**src/core/audio_port_map.vh**
```
// Register map and constants of the audio port
`ifndef AUDIO_PORT_MAP_VH
`define AUDIO_PORT_MAP_VH

// Register indices
`define ADDR_SOFT_RESET      7'h00
`define ADDR_POWER_ONE       7'h01
`define ADDR_COMPANDER       7'h05
`define ADDR_CLOCK_GEN       7'h06
`define ADDR_SAMPLE_RATE     7'h07
`define ADDR_PIN_FUNCTION    7'h08
`define ADDR_PLL_INTEGER     7'h24
`define ADDR_PLL_FRAC_HIGH   7'h25
`define ADDR_PLL_FRAC_MID    7'h26
`define ADDR_PLL_FRAC_LOW    7'h2c

// Reset values
`define RST_POWER_ONE        9'h000
`define RST_COMPANDER        9'h000
`define RST_CLOCK_GEN        9'h140
`define RST_SAMPLE_RATE      9'h000
`define RST_PIN_FUNCTION     9'h000
`define RST_PLL_INTEGER      9'h008
`define RST_PLL_FRAC_HIGH    9'h00c
`define RST_PLL_FRAC_MID     9'h093
`define RST_PLL_FRAC_LOW     9'h0e9

// Field positions
`define BIT_MASTER_SELECT    0
`define BIT_PLL_ENABLE       5
`define BIT_CLOCK_SOURCE     8
`define BIT_RETURN_PATH      0
`define BIT_INPUT_HALVER     4
`define FLD_BCLK_DIV         4:2
`define FLD_SCALER           7:5
`define FLD_REC_LAW          2:1
`define FLD_PLAY_LAW         4:3
`define FLD_RATE_CODE        3:1
`define FLD_PIN_SELECT       2:0
`define FLD_OUT_CLK_DIV      5:4
`define FLD_PLL_N            3:0
`define FLD_FRAC_HIGH        5:0

// Compander law codes
`define LAW_OFF              2'h0
`define LAW_MU               2'h2
`define LAW_A                2'h3

// Pin function codes
`define PIN_CHIP_SELECT      3'h0
`define PIN_JACK_DETECT      3'h1
`define PIN_TEMP_OK          3'h2
`define PIN_AUTO_MUTE        3'h3
`define PIN_PLL_CLOCK        3'h4
`define PIN_PLL_LOCK         3'h5

// Clock path half-period counts and largest bit clock divider code
`define FRAME_HALVES         10'h1ff
`define FRAME_HIGH_HALVES    10'h100
`define PLL_FIXED_HALVES     4'h4
`define PLL_POST_HALVES      4'h8
`define BCLK_CODE_MAX        3'h5

`endif

```
**src/core/audio_port_clocking.v**
```verilog
// Audio port clock generation, companding, loopback and multi-function pin
`timescale 1ns/1ns
`include "audio_port_map.vh"

module audio_port_clocking (
    input  wire        CLK_SYS,
    input  wire        RESET_N,
    input  wire        REG_WE,
    input  wire [6:0]  REG_ADDR,
    input  wire [8:0]  REG_WDATA,
    output reg  [8:0]  REG_RDATA,
    input  wire        MCLK,
    input  wire        PLL_OSC,
    input  wire        PLL_POST_DIV2,
    output reg         PLL_REF_CLK,
    output wire        PLL_ENABLE,
    output wire [3:0]  PLL_N,
    output wire [23:0] PLL_K,
    output reg         SYS_CLK_EN,
    output wire [2:0]  FILTER_RATE_CODE,
    input  wire        BCLK_IN,
    output reg         BCLK_OUT,
    output wire        BCLK_OE_N,
    input  wire        FRAME_IN,
    output reg         FRAME_OUT,
    output wire        FRAME_OE_N,
    input  wire        REC_VALID,
    input  wire [15:0] REC_SAMPLE,
    output reg         REC_WORD_VALID,
    output reg  [15:0] REC_WORD,
    input  wire        PLAY_VALID,
    input  wire [15:0] PLAY_WORD,
    output reg         PLAY_SAMPLE_VALID,
    output reg  [15:0] PLAY_SAMPLE,
    input  wire        CTRL_MODE,
    input  wire        JACK_DETECT,
    input  wire        TEMP_OK,
    input  wire        AUTO_MUTE,
    input  wire        PLL_LOCK,
    input  wire        MFP_IN,
    output reg         MFP_OUT,
    output wire        MFP_OE_N,
    output wire        CHIP_SELECT_N
);

    ////////////////////
    // Reset release

    reg        rst_meta_n;
    reg        rst_n;

    // Two-stage release of the asynchronous reset
    always @(posedge CLK_SYS or negedge RESET_N) begin
        if (!RESET_N) begin
            rst_meta_n <= 1'b0;
            rst_n      <= 1'b0;
        end else begin
            rst_meta_n <= 1'b1;
            rst_n      <= rst_meta_n;
        end
    end

    ////////////////////
    // Register file

    reg  [8:0] power_control_one;
    reg  [8:0] compander_and_return_path;
    reg  [8:0] clock_generation;
    reg  [8:0] sample_rate_config;
    reg  [8:0] pin_function_control;
    reg  [8:0] pll_integer_ratio;
    reg  [8:0] pll_fraction_high;
    reg  [8:0] pll_fraction_mid;
    reg  [8:0] pll_fraction_low;
    wire       soft_reset;

    assign soft_reset = REG_WE && (REG_ADDR == `ADDR_SOFT_RESET);

    // Writes; index zero restores defaults
    always @(posedge CLK_SYS or negedge rst_n) begin
        if (!rst_n) begin
            power_control_one         <= `RST_POWER_ONE;
            compander_and_return_path <= `RST_COMPANDER;
            clock_generation          <= `RST_CLOCK_GEN;
            sample_rate_config        <= `RST_SAMPLE_RATE;
            pin_function_control      <= `RST_PIN_FUNCTION;
            pll_integer_ratio         <= `RST_PLL_INTEGER;
            pll_fraction_high         <= `RST_PLL_FRAC_HIGH;
            pll_fraction_mid          <= `RST_PLL_FRAC_MID;
            pll_fraction_low          <= `RST_PLL_FRAC_LOW;
        end else if (soft_reset) begin
            power_control_one         <= `RST_POWER_ONE;
            compander_and_return_path <= `RST_COMPANDER;
            clock_generation          <= `RST_CLOCK_GEN;
            sample_rate_config        <= `RST_SAMPLE_RATE;
            pin_function_control      <= `RST_PIN_FUNCTION;
            pll_integer_ratio         <= `RST_PLL_INTEGER;
            pll_fraction_high         <= `RST_PLL_FRAC_HIGH;
            pll_fraction_mid          <= `RST_PLL_FRAC_MID;
            pll_fraction_low          <= `RST_PLL_FRAC_LOW;
        end else if (REG_WE) begin
            case (REG_ADDR)
                `ADDR_POWER_ONE:     power_control_one         <= REG_WDATA;
                `ADDR_COMPANDER:     compander_and_return_path <= REG_WDATA;
                `ADDR_CLOCK_GEN:     clock_generation          <= REG_WDATA;
                `ADDR_SAMPLE_RATE:   sample_rate_config        <= REG_WDATA;
                `ADDR_PIN_FUNCTION:  pin_function_control      <= REG_WDATA;
                `ADDR_PLL_INTEGER:   pll_integer_ratio         <= REG_WDATA;
                `ADDR_PLL_FRAC_HIGH: pll_fraction_high         <= REG_WDATA;
                `ADDR_PLL_FRAC_MID:  pll_fraction_mid          <= REG_WDATA;
                `ADDR_PLL_FRAC_LOW:  pll_fraction_low          <= REG_WDATA;
                default: ;
            endcase
        end
    end

    // Registered read-back
    always @(posedge CLK_SYS or negedge rst_n) begin
        if (!rst_n) begin
            REG_RDATA <= 9'h000;
        end else begin
            case (REG_ADDR)
                `ADDR_POWER_ONE:     REG_RDATA <= power_control_one;
                `ADDR_COMPANDER:     REG_RDATA <= compander_and_return_path;
                `ADDR_CLOCK_GEN:     REG_RDATA <= clock_generation;
                `ADDR_SAMPLE_RATE:   REG_RDATA <= sample_rate_config;
                `ADDR_PIN_FUNCTION:  REG_RDATA <= pin_function_control;
                `ADDR_PLL_INTEGER:   REG_RDATA <= pll_integer_ratio;
                `ADDR_PLL_FRAC_HIGH: REG_RDATA <= pll_fraction_high;
                `ADDR_PLL_FRAC_MID:  REG_RDATA <= pll_fraction_mid;
                `ADDR_PLL_FRAC_LOW:  REG_RDATA <= pll_fraction_low;
                default:             REG_RDATA <= 9'h000;
            endcase
        end
    end

    // Settings to PLL and filters
    assign PLL_ENABLE       = power_control_one[`BIT_PLL_ENABLE];
    assign PLL_N            = pll_integer_ratio[`FLD_PLL_N];
    assign PLL_K            = {pll_fraction_high[`FLD_FRAC_HIGH],
                               pll_fraction_mid, pll_fraction_low};
    assign FILTER_RATE_CODE = sample_rate_config[`FLD_RATE_CODE];

    ////////////////////
    // PLL reference and PLL output path

    reg        mclk_q;
    reg        osc_q;
    reg  [3:0] osc_cnt;
    reg        pll_clk_ev;
    wire       mclk_ev;
    wire [3:0] pll_halves;

    assign mclk_ev    = MCLK ^ mclk_q;
    assign pll_halves = PLL_POST_DIV2 ? `PLL_POST_HALVES : `PLL_FIXED_HALVES;

    // Reference halver and PLL oscillator divider
    always @(posedge CLK_SYS or negedge rst_n) begin
        if (!rst_n) begin
            mclk_q      <= 1'b0;
            osc_q       <= 1'b0;
            osc_cnt     <= 4'h0;
            pll_clk_ev  <= 1'b0;
            PLL_REF_CLK <= 1'b0;
        end else begin
            mclk_q     <= MCLK;
            osc_q      <= PLL_OSC;
            pll_clk_ev <= 1'b0;
            if (!pll_integer_ratio[`BIT_INPUT_HALVER])
                PLL_REF_CLK <= MCLK;
            else if (MCLK && !mclk_q)
                PLL_REF_CLK <= ~PLL_REF_CLK;
            if (!PLL_ENABLE) begin
                osc_cnt <= 4'h0;
            end else if (PLL_OSC ^ osc_q) begin
                if (osc_cnt + 4'h1 >= pll_halves) begin
                    osc_cnt    <= 4'h0;
                    pll_clk_ev <= 1'b1;
                end else begin
                    osc_cnt <= osc_cnt + 4'h1;
                end
            end
        end
    end

    ////////////////////
    // System clock scaler and master bit clock / frame generation

    reg        act_master;
    reg        act_source;
    reg  [2:0] act_scaler;
    reg  [2:0] act_bclk;
    reg  [4:0] scale_acc;
    reg  [4:0] scale_lim;
    reg        sys_half_ev;
    reg        sys_phase;
    reg  [4:0] bclk_cnt;
    reg  [9:0] frame_cnt;
    reg  [5:0] bclk_halves;
    wire       src_ev;
    wire       frame_wrap;
    wire [4:0] scale_next;

    assign src_ev     = act_source ? pll_clk_ev : mclk_ev;
    assign scale_next = scale_acc + 5'h02;
    assign frame_wrap = sys_half_ev && (frame_cnt == `FRAME_HALVES);

    // Scaler limit in source half units
    always @* begin
        case (act_scaler)
            3'h0:    scale_lim = 5'h02;
            3'h1:    scale_lim = 5'h03;
            3'h2:    scale_lim = 5'h04;
            3'h3:    scale_lim = 5'h06;
            3'h4:    scale_lim = 5'h08;
            3'h5:    scale_lim = 5'h0c;
            3'h6:    scale_lim = 5'h10;
            default: scale_lim = 5'h18;
        endcase
    end

    // Bit clock half period; reserved codes act as 32
    always @* begin
        if (act_bclk > `BCLK_CODE_MAX)
            bclk_halves = 6'h20;
        else
            bclk_halves = 6'h01 << act_bclk;
    end

    // Settings taken at frame end or while idle
    always @(posedge CLK_SYS or negedge rst_n) begin
        if (!rst_n) begin
            act_master <= 1'b0;
            act_source <= 1'b1;
            act_scaler <= 3'h2;
            act_bclk   <= 3'h0;
        end else if (frame_wrap || !act_master) begin
            act_master <= clock_generation[`BIT_MASTER_SELECT];
            act_source <= clock_generation[`BIT_CLOCK_SOURCE];
            act_scaler <= clock_generation[`FLD_SCALER];
            act_bclk   <= clock_generation[`FLD_BCLK_DIV];
        end
    end

    // System clock half-period events
    always @(posedge CLK_SYS or negedge rst_n) begin
        if (!rst_n) begin
            scale_acc   <= 5'h00;
            sys_half_ev <= 1'b0;
            sys_phase   <= 1'b0;
            SYS_CLK_EN  <= 1'b0;
        end else begin
            sys_half_ev <= 1'b0;
            SYS_CLK_EN  <= 1'b0;
            if (src_ev) begin
                if (scale_next >= scale_lim) begin
                    scale_acc   <= scale_next - scale_lim;
                    sys_half_ev <= 1'b1;
                    sys_phase   <= ~sys_phase;
                    SYS_CLK_EN  <= ~sys_phase;
                end else begin
                    scale_acc <= scale_next;
                end
            end
        end
    end

    // Bit clock and frame, 256 system clocks per frame
    always @(posedge CLK_SYS or negedge rst_n) begin
        if (!rst_n) begin
            bclk_cnt  <= 5'h00;
            frame_cnt <= 10'h000;
            BCLK_OUT  <= 1'b0;
            FRAME_OUT <= 1'b0;
        end else if (!act_master) begin
            bclk_cnt  <= 5'h00;
            frame_cnt <= 10'h000;
            BCLK_OUT  <= 1'b0;
            FRAME_OUT <= 1'b0;
        end else if (sys_half_ev) begin
            if (frame_wrap) begin
                frame_cnt <= 10'h000;
                bclk_cnt  <= 5'h00;
                BCLK_OUT  <= 1'b0;
            end else begin
                frame_cnt <= frame_cnt + 10'h001;
                if ({1'b0, bclk_cnt} + 6'h01 >= bclk_halves) begin
                    bclk_cnt <= 5'h00;
                    BCLK_OUT <= ~BCLK_OUT;
                end else begin
                    bclk_cnt <= bclk_cnt + 5'h01;
                end
            end
            FRAME_OUT <= (frame_cnt + 10'h001 < `FRAME_HIGH_HALVES) || frame_wrap;
        end
    end

    // Pins driven only in master mode
    assign BCLK_OE_N  = ~act_master;
    assign FRAME_OE_N = ~act_master;

    ////////////////////
    // Companding and return path

    wire [1:0]  rec_law;
    wire [1:0]  play_law;
    wire        rec_on;
    wire        play_on;
    wire        loop_on;
    wire [7:0]  rec_code;
    wire [15:0] play_linear;
    wire [15:0] rec_word_next;
    wire [15:0] play_src;
    wire        play_src_valid;

    assign rec_law  = compander_and_return_path[`FLD_REC_LAW];
    assign play_law = compander_and_return_path[`FLD_PLAY_LAW];
    assign rec_on   = (rec_law == `LAW_MU) || (rec_law == `LAW_A);
    assign play_on  = (play_law == `LAW_MU) || (play_law == `LAW_A);
    assign loop_on  = compander_and_return_path[`BIT_RETURN_PATH];

    assign rec_word_next  = rec_on ? {rec_code, 8'h00} : REC_SAMPLE;
    assign play_src       = loop_on ? REC_WORD : PLAY_WORD;
    assign play_src_valid = loop_on ? REC_WORD_VALID : PLAY_VALID;

    g711_compander u_compander (
        .rec_law     (rec_law),
        .rec_linear  (REC_SAMPLE),
        .rec_code    (rec_code),
        .play_law    (play_law),
        .play_code   (play_src[15:8]),
        .play_linear (play_linear)
    );

    // Record word and playback sample registers
    always @(posedge CLK_SYS or negedge rst_n) begin
        if (!rst_n) begin
            REC_WORD_VALID    <= 1'b0;
            REC_WORD          <= 16'h0000;
            PLAY_SAMPLE_VALID <= 1'b0;
            PLAY_SAMPLE       <= 16'h0000;
        end else begin
            REC_WORD_VALID    <= REC_VALID;
            PLAY_SAMPLE_VALID <= play_src_valid;
            if (REC_VALID)
                REC_WORD <= rec_word_next;
            if (play_src_valid)
                PLAY_SAMPLE <= play_on ? play_linear : play_src;
        end
    end

    ////////////////////
    // Multi-function pin

    wire [2:0] pin_sel;
    wire       alt_pin;
    reg  [1:0] opclk_cnt;
    reg        opclk;

    assign pin_sel = pin_function_control[`FLD_PIN_SELECT];
    assign alt_pin = !CTRL_MODE && (pin_sel != `PIN_CHIP_SELECT);
    assign MFP_OE_N      = ~alt_pin;
    assign CHIP_SELECT_N = alt_pin ? 1'b1 : MFP_IN;

    // PLL clock divided by 1 to 4 for the pin
    always @(posedge CLK_SYS or negedge rst_n) begin
        if (!rst_n) begin
            opclk_cnt <= 2'h0;
            opclk     <= 1'b0;
        end else if (pll_clk_ev) begin
            if (opclk_cnt >= pin_function_control[`FLD_OUT_CLK_DIV]) begin
                opclk_cnt <= 2'h0;
                opclk     <= ~opclk;
            end else begin
                opclk_cnt <= opclk_cnt + 2'h1;
            end
        end
    end

    // Pin output selection
    always @(posedge CLK_SYS or negedge rst_n) begin
        if (!rst_n) begin
            MFP_OUT <= 1'b0;
        end else begin
            case (pin_sel)
                `PIN_JACK_DETECT: MFP_OUT <= JACK_DETECT;
                `PIN_TEMP_OK:     MFP_OUT <= TEMP_OK;
                `PIN_AUTO_MUTE:   MFP_OUT <= AUTO_MUTE;
                `PIN_PLL_CLOCK:   MFP_OUT <= opclk;
                `PIN_PLL_LOCK:    MFP_OUT <= PLL_LOCK;
                default:          MFP_OUT <= 1'b0;
            endcase
        end
    end

endmodule

```
**src/core/g711_compander.v**
```verilog
// G.711 compressor and expander
`timescale 1ns/1ns
`include "audio_port_map.vh"

module g711_compander (
    input  wire [1:0]  rec_law,
    input  wire [15:0] rec_linear,
    output wire [7:0]  rec_code,
    input  wire [1:0]  play_law,
    input  wire [7:0]  play_code,
    output wire [15:0] play_linear
);

    // Linear to code, 13-bit magnitude for mu, 12-bit for A
    function [7:0] compress;
        input [1:0]  law;
        input [15:0] s;
        reg          neg;
        reg   [15:0] mag;
        reg   [2:0]  seg;
        reg   [3:0]  mant;
        integer      i;
        begin
            neg  = s[15];
            seg  = 3'h0;
            if (law == `LAW_MU) begin
                mag = neg ? (~s + 16'h0001) : s;
                mag = {2'h0, mag[15:2]};
                if (mag > 16'h1fde)
                    mag = 16'h1fde;
                mag = mag + 16'h0021;
                for (i = 0; i < 8; i = i + 1)
                    if (mag[i+5])
                        seg = i[2:0];
                mant = mag[seg+1 +: 4];
                compress = ~{neg, seg, mant};
            end else begin
                mag = neg ? ~s : s;
                mag = {3'h0, mag[15:3]};
                for (i = 1; i < 8; i = i + 1)
                    if (mag[i+4])
                        seg = i[2:0];
                mant = (seg == 3'h0) ? mag[4:1] : mag[seg +: 4];
                compress = {~neg, seg, mant} ^ 8'h55;
            end
        end
    endfunction

    // Code to linear on the full 16-bit scale
    function [15:0] expand;
        input [1:0] law;
        input [7:0] c;
        reg   [7:0]  u;
        reg   [15:0] t;
        begin
            if (law == `LAW_MU) begin
                u = ~c;
                t = ({9'h000, u[3:0], 3'h0} + 16'h0084) << u[6:4];
                expand = u[7] ? (16'h0084 - t) : (t - 16'h0084);
            end else begin
                u = c ^ 8'h55;
                t = {8'h00, u[3:0], 4'h0};
                if (u[6:4] == 3'h0)
                    t = t + 16'h0008;
                else
                    t = (t + 16'h0108) << (u[6:4] - 3'h1);
                expand = u[7] ? t : (~t + 16'h0001);
            end
        end
    endfunction

    // Sign, three-bit segment, four-bit step in each code
    assign rec_code    = compress(rec_law, rec_linear);
    assign play_linear = expand(play_law, play_code);

endmodule

```
**config.mk**
```make
export PLATFORM = sky130hd
export DESIGN_NAME = audio_port_clocking
export DESIGN_NICKNAME = d
export VERILOG_FILES = /design/src/core/audio_port_clocking.v /design/src/core/g711_compander.v
export VERILOG_INCLUDE_DIRS = /design/src /design/src/core
export SDC_FILE = /design/constraint.sdc
export NUM_CORES = 1
export LEC_CHECK = 0
export ABC_AREA = 1
export BUFFER_PORTS_ARGS = -buffer_cell sky130_fd_sc_hd__buf_2
export CAP_MARGIN = 25
export CORE_MARGIN = 1
export CORE_UTILIZATION = 45
export CTS_CLUSTER_SIZE = 20
export DETAILED_ROUTE_END_ITERATION = 16
export GPL_TIMING_DRIVEN = 0
export PLACE_DENSITY = 0.67
export RECOVER_POWER = 50
export SLEW_MARGIN = 20
export SYNTH_ARGS = -nofsm -noshare
export SYNTH_HDL_FRONTEND = slang
export SYNTH_SLANG_ARGS = --single-unit
```
**constraint.sdc**
```tcl
create_clock -name CLK_SYS -period 5.4 [get_ports CLK_SYS]
set_input_delay 0.27 -clock CLK_SYS [delete_from_list [all_inputs] [get_ports CLK_SYS]]
set_output_delay 0.27 -clock CLK_SYS [all_outputs]
set_load 0.02 [all_outputs]
```
==> results by group, run 1 <==
Final layout
  • Fillers: 2,465
  • Area Overhead vs Synth: 15.51%
  • Diode count: 0
  • Layout cell share with drive strength beyond 1: 12.53%
  • Largest regs: PLAY_SAMPLE: 16 flops, REC_WORD: 16 flops, frame_cnt: 10 flops
  • Layout Nets: 1,814
  • Final Instance Count excl. Fillers: 2,056

Synthesis
  • Yosys top cell area share: 34.72%
  • Syn Inst Count: 1,548
  • Top cell type by total area after synthesis: dfrtp_1
  • Yosys synthesis warning count: 0
  • Mapped Nets: 1,643
  • Post-synth EDFFs: 0
  • Syn_area_per_cell: 7.217 um^2
  • Most common cell in the netlist: nand2_1
  • Syn Std Cell Area: 11,170 um^2
  • Synth cell types: 60
  • Ys async rst share: 100.0%
  • Post-synth top cells: 376 x nand2_1, 202 x inv_1, 175 x o21ai_0
  • Ys flop type: dfrtp_1
  • Synth Register Bits: 171
  • Synth top area cells: dfrtp_1 35%, nand2_1 13%, o21ai_0 7.8%
  • Register area share after synthesis: 38.48%

Timing
  • Count of final setup violators: 0
  • Max Clk Rate: 259.0 MHz
  • Worst slew pin tran: 2513 ps
  • Period utilization: 71.49%
  • Hold Slack: 103.9 ps
  • Unrepaired setup endpoints after global routing: false
  • Worst setup margin: 1540 ps
  • Final Skew: 16.10 ps
  • Max Slew Vio Count: 86
  • Max_slew headroom: -67.57%
  • Tmin final: 3860 ps
  • Final Hold Vio Count: 0

Global route
  • Grt ovf: 0
  • GRT Total Usage: 25.62%
  • Number of global-route vias before repair: 10,200
  • First-pass GRT wire length: 52.39 mm
  • Antenna violations before repair: 0
  • Largest net degree at the start of global routing: 51

Die
  • Die Ht: 159.6 um
  • Core Footprint: 24,320 um^2
  • Ports: 148
  • Die Footprint: 25,460 um^2
  • FP Rows: 57
  • Die W: 159.6 um
  • Starting Density: 45.94%

Routing
  • Final ANT Viol Nets: 0
  • Via count: 10,880
  • First-iteration detailed-routing DRC count: 820
  • Vias per inst: 5.294
  • Routed WL: 32.08 mm
  • DRT Pass-1 Iters: 6
  • WL/cell: 15.60 um
  • DRC: 0

Place
  • Gpl congestion: 0.9369
  • Pre-CTS setup slack: 1633 ps
  • Dpl cells: 2,020
  • Port bufs: 143
  • Detailed Place HPWL: 24.98 mm

Clock network
  • CTS tree: built
  • Clock transition at path regs: 70 ps
  • Clk Latency, worst-skew pair: 440 ps
  • Max clock buf depth: 2
  • H-tree depth: 4
  • Post-CTS sizing: 0
  • CTS Buf Count: 17
  • # clock sinks: 171
  • Setup Buffers After CTS: 0
  • Root Driver: clkbuf_16

Min path
  • Hold Path Class: input pin to flop

Outcome
  • Status: finished, violations left
  • Failing checks: capacitance limit, slew limit

Setup path
  • Worst-path maximum fanout: 10
  • Crit path arrival time: 4160 ps
  • Endpoint type of the worst setup path: flop
  • Worst Setup Start Kind: flop
  • Critical path class: flop to flop
  • Worst Path Required: 5700 ps

Power and ir drop
  • Max IR drop VDD: 0.2019 mV
  • Total Power Consumption: 4965 uW
  • Leak: 0.006360 uW
  • Power per Cell Area: 384.8 nW/um^2

Flow run
  • # Max-Cap Violations: 2
==> report_power, final <==
group / switching, uW / internal (uW) / total [uW]
logic: 1280 / 697 / 1980
registers: 201 / 1560 / 1760
clock network: 593 / 633 / 1230
==> cell families after synthesis <==
family	Yosys count	share of synthesized area (%)
AND/OR/NAND/NOR	684	26.26
multiplexers	2	0.1792
buffers and inverters	270	9.867
AO/OA/AOI/OAI	345	18.05
flip-flops	171	38.48
other	1	0.03357
adder cells (fa/ha/maj)	31	3.539
XOR/XNOR	44	3.584
==> stage by stage <==
step                area [um^2]  util [%]  setup TNS, ps
finish                    12900     53.06              0
global route              12900     53.06              0
CTS                       13030     53.57              0
detailed placement        12400     50.97              0
global placement          12290     50.55        -279640
floorplan                 11170         -              0
==> cell usage in the layout, fill, tap and decap left out, drive strengths merged, types with 20 or more instances in the layout <==
cell type | synthesis | layout
a21oi | 64 | 64
xor2 | 24 | 24
inv | 211 | 218
a221oi | 28 | 28
clkbuf | 28 | 112
xnor2 | 20 | 20
o21ai | 186 | 186
nand2 | 398 | 398
buf | 26 | 108
dfrtp | 155 | 155
nor2 | 150 | 150
ha | 30 | 30
nand3 | 99 | 99
==> layout make-up <==
type | count | area, um^2 | area share [%]
Multi-Input combinational cell | 1107 | 5783 | 44.81
Clock inverter | 14 | 152.6 | 1.183
Inverter | 216 | 815.8 | 6.321
Buffer | 54 | 286.5 | 2.220
Clock buffer | 18 | 439.2 | 3.403
Sequential cell | 171 | 4299 | 33.31
Timing Repair Buffer | 152 | 723.2 | 5.604
Tap cell | 324 | 405.4 | 3.141
==> critical path: stages, from the launching register on <==
cell	delay [ps]
dfrtp_1	440
buf_2	210
o21ai_2	460
ha_1	290
xor2_1	260
inv_1	130
nor2_1	220
inv_1	120
o22ai_1	240
inv_1	100
ha_1	240
nand2_1	70
nor2_1	50
nand2_1	90
nand2_1	90
o21ai_0	180
a21oi_1	110
o21ai_0	100
o21ai_0	110
a21oi_1	120
o21ai_0	90
==> routing by layer <==
metal  track usage, %  vias up  share of wire (%)
li1                 -     5437                  -
met5                0        -                  0
met3            3.569       32                5.5
met2            42.30      324                 48
met1            35.53     5091                 46
met4            6.031        0                1.2
==> final timing paths <==
check / cells past startpoint / start / end / slack (ps)
max: 20 / compander_and_return_path[0]$_DFFE_PN0P_ / PLAY_SAMPLE[15]$_DFFE_PN0P_ / 1540
min reg2reg: 0 / rst_meta_n$_DFF_PN0_ / rst_n$_DFF_PN0_ / 360
min: 3 / REG_WDATA[4] / pll_fraction_mid[4]$_DFFE_PN1P_ / 100
max in group asynchronous: 1 / rst_n$_DFF_PN0_ / PLAY_SAMPLE[5]$_DFFE_PN0P_ / 1720
max reg2reg: 20 / compander_and_return_path[0]$_DFFE_PN0P_ / PLAY_SAMPLE[15]$_DFFE_PN0P_ / 1540
min in group asynchronous: 2 / RESET_N / rst_n$_DFF_PN0_ / 130
==> what timing repair did <==
action                                  CTS  global route
endpoints found under the hold margin     5             0
endpoints found under the setup margin    0             0
hold buffers                              4             0
No activity file was read; power rests on OpenSTA's default activity.
==> run 2, diff against run 1 <==
- ABC_AREA: 1 -> 0
- PLACE_DENSITY: 0.67 -> not set
- clock period: 5.4 -> 3.79 ns (I/O delays scaled with it)
==> results by group, run 2 <==
Timing
  • Count of final setup violators: 4 (+4)
  • Final Hold Vio Count: 0 (unchanged)
  • Final Skew: 15.02 ps (-1.086 ps)
  • Max_slew headroom: -75.21% (-7.6 points)
  • Unrepaired setup endpoints after global routing: true
  • Max Slew Vio Count: 105 (+22%)
  • Period utilization: 102.3%
  • Setup TNS: -194.5 ps (-194.5 ps)
  • Worst setup margin: -86.01 ps (-1626 ps)
  • Max Clk Rate: 258.0 MHz
  • Worst slew pin tran: 2628 ps (+114.6 ps)
  • Tmin final: 3876 ps

Setup path
  • Worst-path maximum fanout: 8 (-2)
  • Worst Path Required: 4130 ps (-1570 ps)
  • Slowest library cell on the worst path: or4_4
  • Crit path arrival time: 4220 ps (+60 ps)
  • Worst Setup Start Kind: input pin
  • Endpoint type of the worst setup path: flop
  • Largest stage delay on the critical path: 610 ps (+150 ps)
  • Critical path class: input pin to flop
  • Crit-path cells: buf_12, or4_4, buf_6, nor4_4, o31ai_4, a31oi_4, nand2_2, ha_4, and3_4, or3_4, o211a_1, and3_4, or4_1, o211ai_1, a21oi_1, o211a_1, a221oi_2

Routing
  • Max Used Layer: met4
  • Met3 WL: 2.176 mm (+23%)
  • M1 WL: 17.14 mm (+17%)
  • WL/cell: 19.29 um (+24%)
  • Final ANT Viol Nets: 0 (unchanged)
  • Vias per inst: 5.851 (+11%)
  • First-iteration detailed-routing DRC count: 1,076 (+31%)
  • Met2 Routed Length: 17.65 mm (+15%)
  • DRT Pass-1 Iters: 8 (+2)
  • Routed WL: 37.80 mm (+18%)
  • DRC: 0 (unchanged)
  • Via count: 11,460 (+5.3%)

Synthesis
  • Mapped Nets: 1,506 (-8.3%)
  • Register area share after synthesis: 35.90% (-2.6 points)
  • Ys flop type: dfrtp_1
  • Synth Register Bits: 171 (unchanged)
  • Syn Inst Count: 1,411 (-8.9%)
  • Ys async rst share: 100.0% (unchanged)
  • Synth top area cells: dfrtp_1 32%, nand2_1 6.9%, mux2i_1 6.3%
  • Synth cell types: 98 (+63%)
  • Most common cell in the netlist: nand2_1
  • Post-synth top cells: 220 x nand2_1, 155 x dfrtp_1, 111 x nor2_1
  • Top cell type by total area after synthesis: dfrtp_1
  • Syn_area_per_cell: 8.486 um^2 (+18%)
  • Post-synth EDFFs: 0 (unchanged)
  • Yosys top cell area share: 32.39% (-2.3 points)
  • Syn Std Cell Area: 11,970 um^2 (+7.2%)
  • Yosys synthesis warning count: 0 (unchanged)

Die
  • Core Footprint: 26,060 um^2 (+7.2%)
  • Die Footprint: 27,260 um^2 (+7.1%)
  • Die W: 165.1 um (+3.5%)
  • FP Rows: 59 (+3.5%)
  • Ports: 148 (unchanged)
  • Starting Density: 45.95% (about the same)
  • Die Ht: 165.1 um (+3.5%)

Place
  • Gpl congestion: 0.9066 (-3.2%)
  • Pre-CTS setup slack: -1585 ps (-3218 ps)
  • Detailed Place HPWL: 27.72 mm (+11%)
  • Port bufs: 130 (-9.1%)
  • Placed Area: 13,230 um^2 (+6.7%)

Power and ir drop
  • Max IR drop VDD: 0.4978 mV (+150%)
  • Leak: 0.006392 uW (+0.51%)
  • Power per Cell Area: 457.7 nW/um^2 (+19%)
  • Total Power Consumption: 6652 uW (+34%)

Flow run
  • # Max-Cap Violations: 2 (unchanged)

Min path
  • Hold Path Class: input pin to flop

Clock network
  • CTS Buf Count: 17 (unchanged)
  • CTS tree: built
  • Max clock buf depth: 2 (unchanged)
  • Clock transition at path regs: 70 ps (about the same)
  • H-tree depth: 4 (unchanged)
  • Clk Latency, worst-skew pair: 440 ps (about the same)
  • Root Driver: clkbuf_16
  • # clock sinks: 171 (unchanged)

Final layout
  • Area Overhead vs Synth: 21.38%
  • Finished layout cell area: 14,530 um^2 (+13%)
  • Fillers: 2,449 (-0.65%)
  • Multi-input gate area: 7425 um^2 (+28%)
  • Layout cell share with drive strength beyond 1: 22.11% (+9.6 points)
  • Largest regs: PLAY_SAMPLE: 16 flops, REC_WORD: 16 flops, frame_cnt: 10 flops
  • Most frequent cells in the layout: 216 x nand2_1, 155 x dfrtp_1, 108 x nor2_1
  • Layout Nets: 1,706 (-6.0%)
  • Register Area: 4299 um^2 (unchanged)
  • Diode count: 0 (unchanged)
  • Layout Utilization: 55.77% (+2.7 points)
  • Commonest non-fill, non-tap cell in the layout: nand2_1

Outcome
  • Status: finished, violations left
  • Failing checks: capacitance limit, slew limit, setup timing

Global route
  • Number of global-route vias before repair: 10,530 (+3.3%)
  • Grt ovf: 0 (unchanged)
  • Largest net degree at the start of global routing: 57 (+12%)
  • First-pass GRT wire length: 58.50 mm (+12%)
  • Antenna violations before repair: 0 (unchanged)
  • GRT Total Usage: 27.96% (+2.3 points)
[run 2: cells by family (layout without fill, tap and decap cells)]
family	count (synthesis)	count (layout)	share of synthesized area (%)
adder cells (fa/ha/maj)	32	32	3.386
buffers and inverters	137	350	5.590
XOR/XNOR	65	65	4.817
other	1	1	0.03132
AO/OA/AOI/OAI	366	366	20.19
flip-flops	171	171	35.90
multiplexers	103	103	9.216
AND/OR/NAND/NOR	536	536	20.87
[run 2: final cells by class]
class                   instances  area share [%]
well taps                     335           2.884
flip-flops and latches        171           29.58
inverters                      28          0.7576
plain buffers                 102           3.986
multi-input cells            1103           51.08
repair buffers                188           7.576
clock buffers                  19           3.048
clock inverters                13           1.085
[run 2: path summary, 6_finish.rpt]
path / startpoint / end / slack, ps / depth (start not counted)
max: REC_SAMPLE[4] / REC_WORD[11]$_DFFE_PN0P_ / -90 / 17
min: REC_SAMPLE[4] / REC_WORD[4]$_DFFE_PN0P_ / 20 / 2
max reg2reg: compander_and_return_path[0]$_DFFE_PN0P_ / PLAY_SAMPLE[15]$_DFFE_PN0P_ / -10 / 16
min reg2reg: rst_n$_DFF_PN0_ / power_control_one[0]$_DFFE_PN0P_ / 180 / 0
max in group asynchronous: rst_n$_DFF_PN0_ / clock_generation[3]$_DFFE_PN0P_ / 720 / 1
min in group asynchronous: RESET_N / rst_meta_n$_DFF_PN0_ / 80 / 2
[run 2: worst max-delay path, delay by kind of cell]
family	cells	cell delay, ps
and+or+nand+nor	7	2240
buffers and inverters	2	270
adders and majority gates	1	200
AOI/OAI and AO/OA	7	1310
[run 2: per-stage QoR]
stage | instances | hold slack (ps)
after CTS | 1942 | 37.42
after floorplan | 1411 | -106.1
after detailed placement | 1880 | -21.58
after global placement | 1876 | -25.31
final | 1959 | 21.71
after global routing | 1959 | 10.30
[run 2: per-layer routing]
layer  track usage [%]  vias to the layer above
li1                  -                     5449
met1             39.77                     5506
met2             44.18                      441
met3             3.821                       67
met4             7.923                        0
met5                 0                        -
[run 2: timing repair]
| item | CTS | global route |
|---|---|---|
| buffers inserted | 32 | 16 |
| endpoints found under the hold margin | 5 | 0 |
| gates resized for setup | 57 | 41 |
| endpoints found under the setup margin | 11 | 16 |
| hold buffers | 4 | 0 |
| pin swaps | 28 | 27 |
[run 2: where the power goes]
group	total (uW)	internal (uW)	switching, uW
clock	1810	1010	807
sequential	2340	2110	232
combinational	2490	1040	1450
total	6650	4160	2490
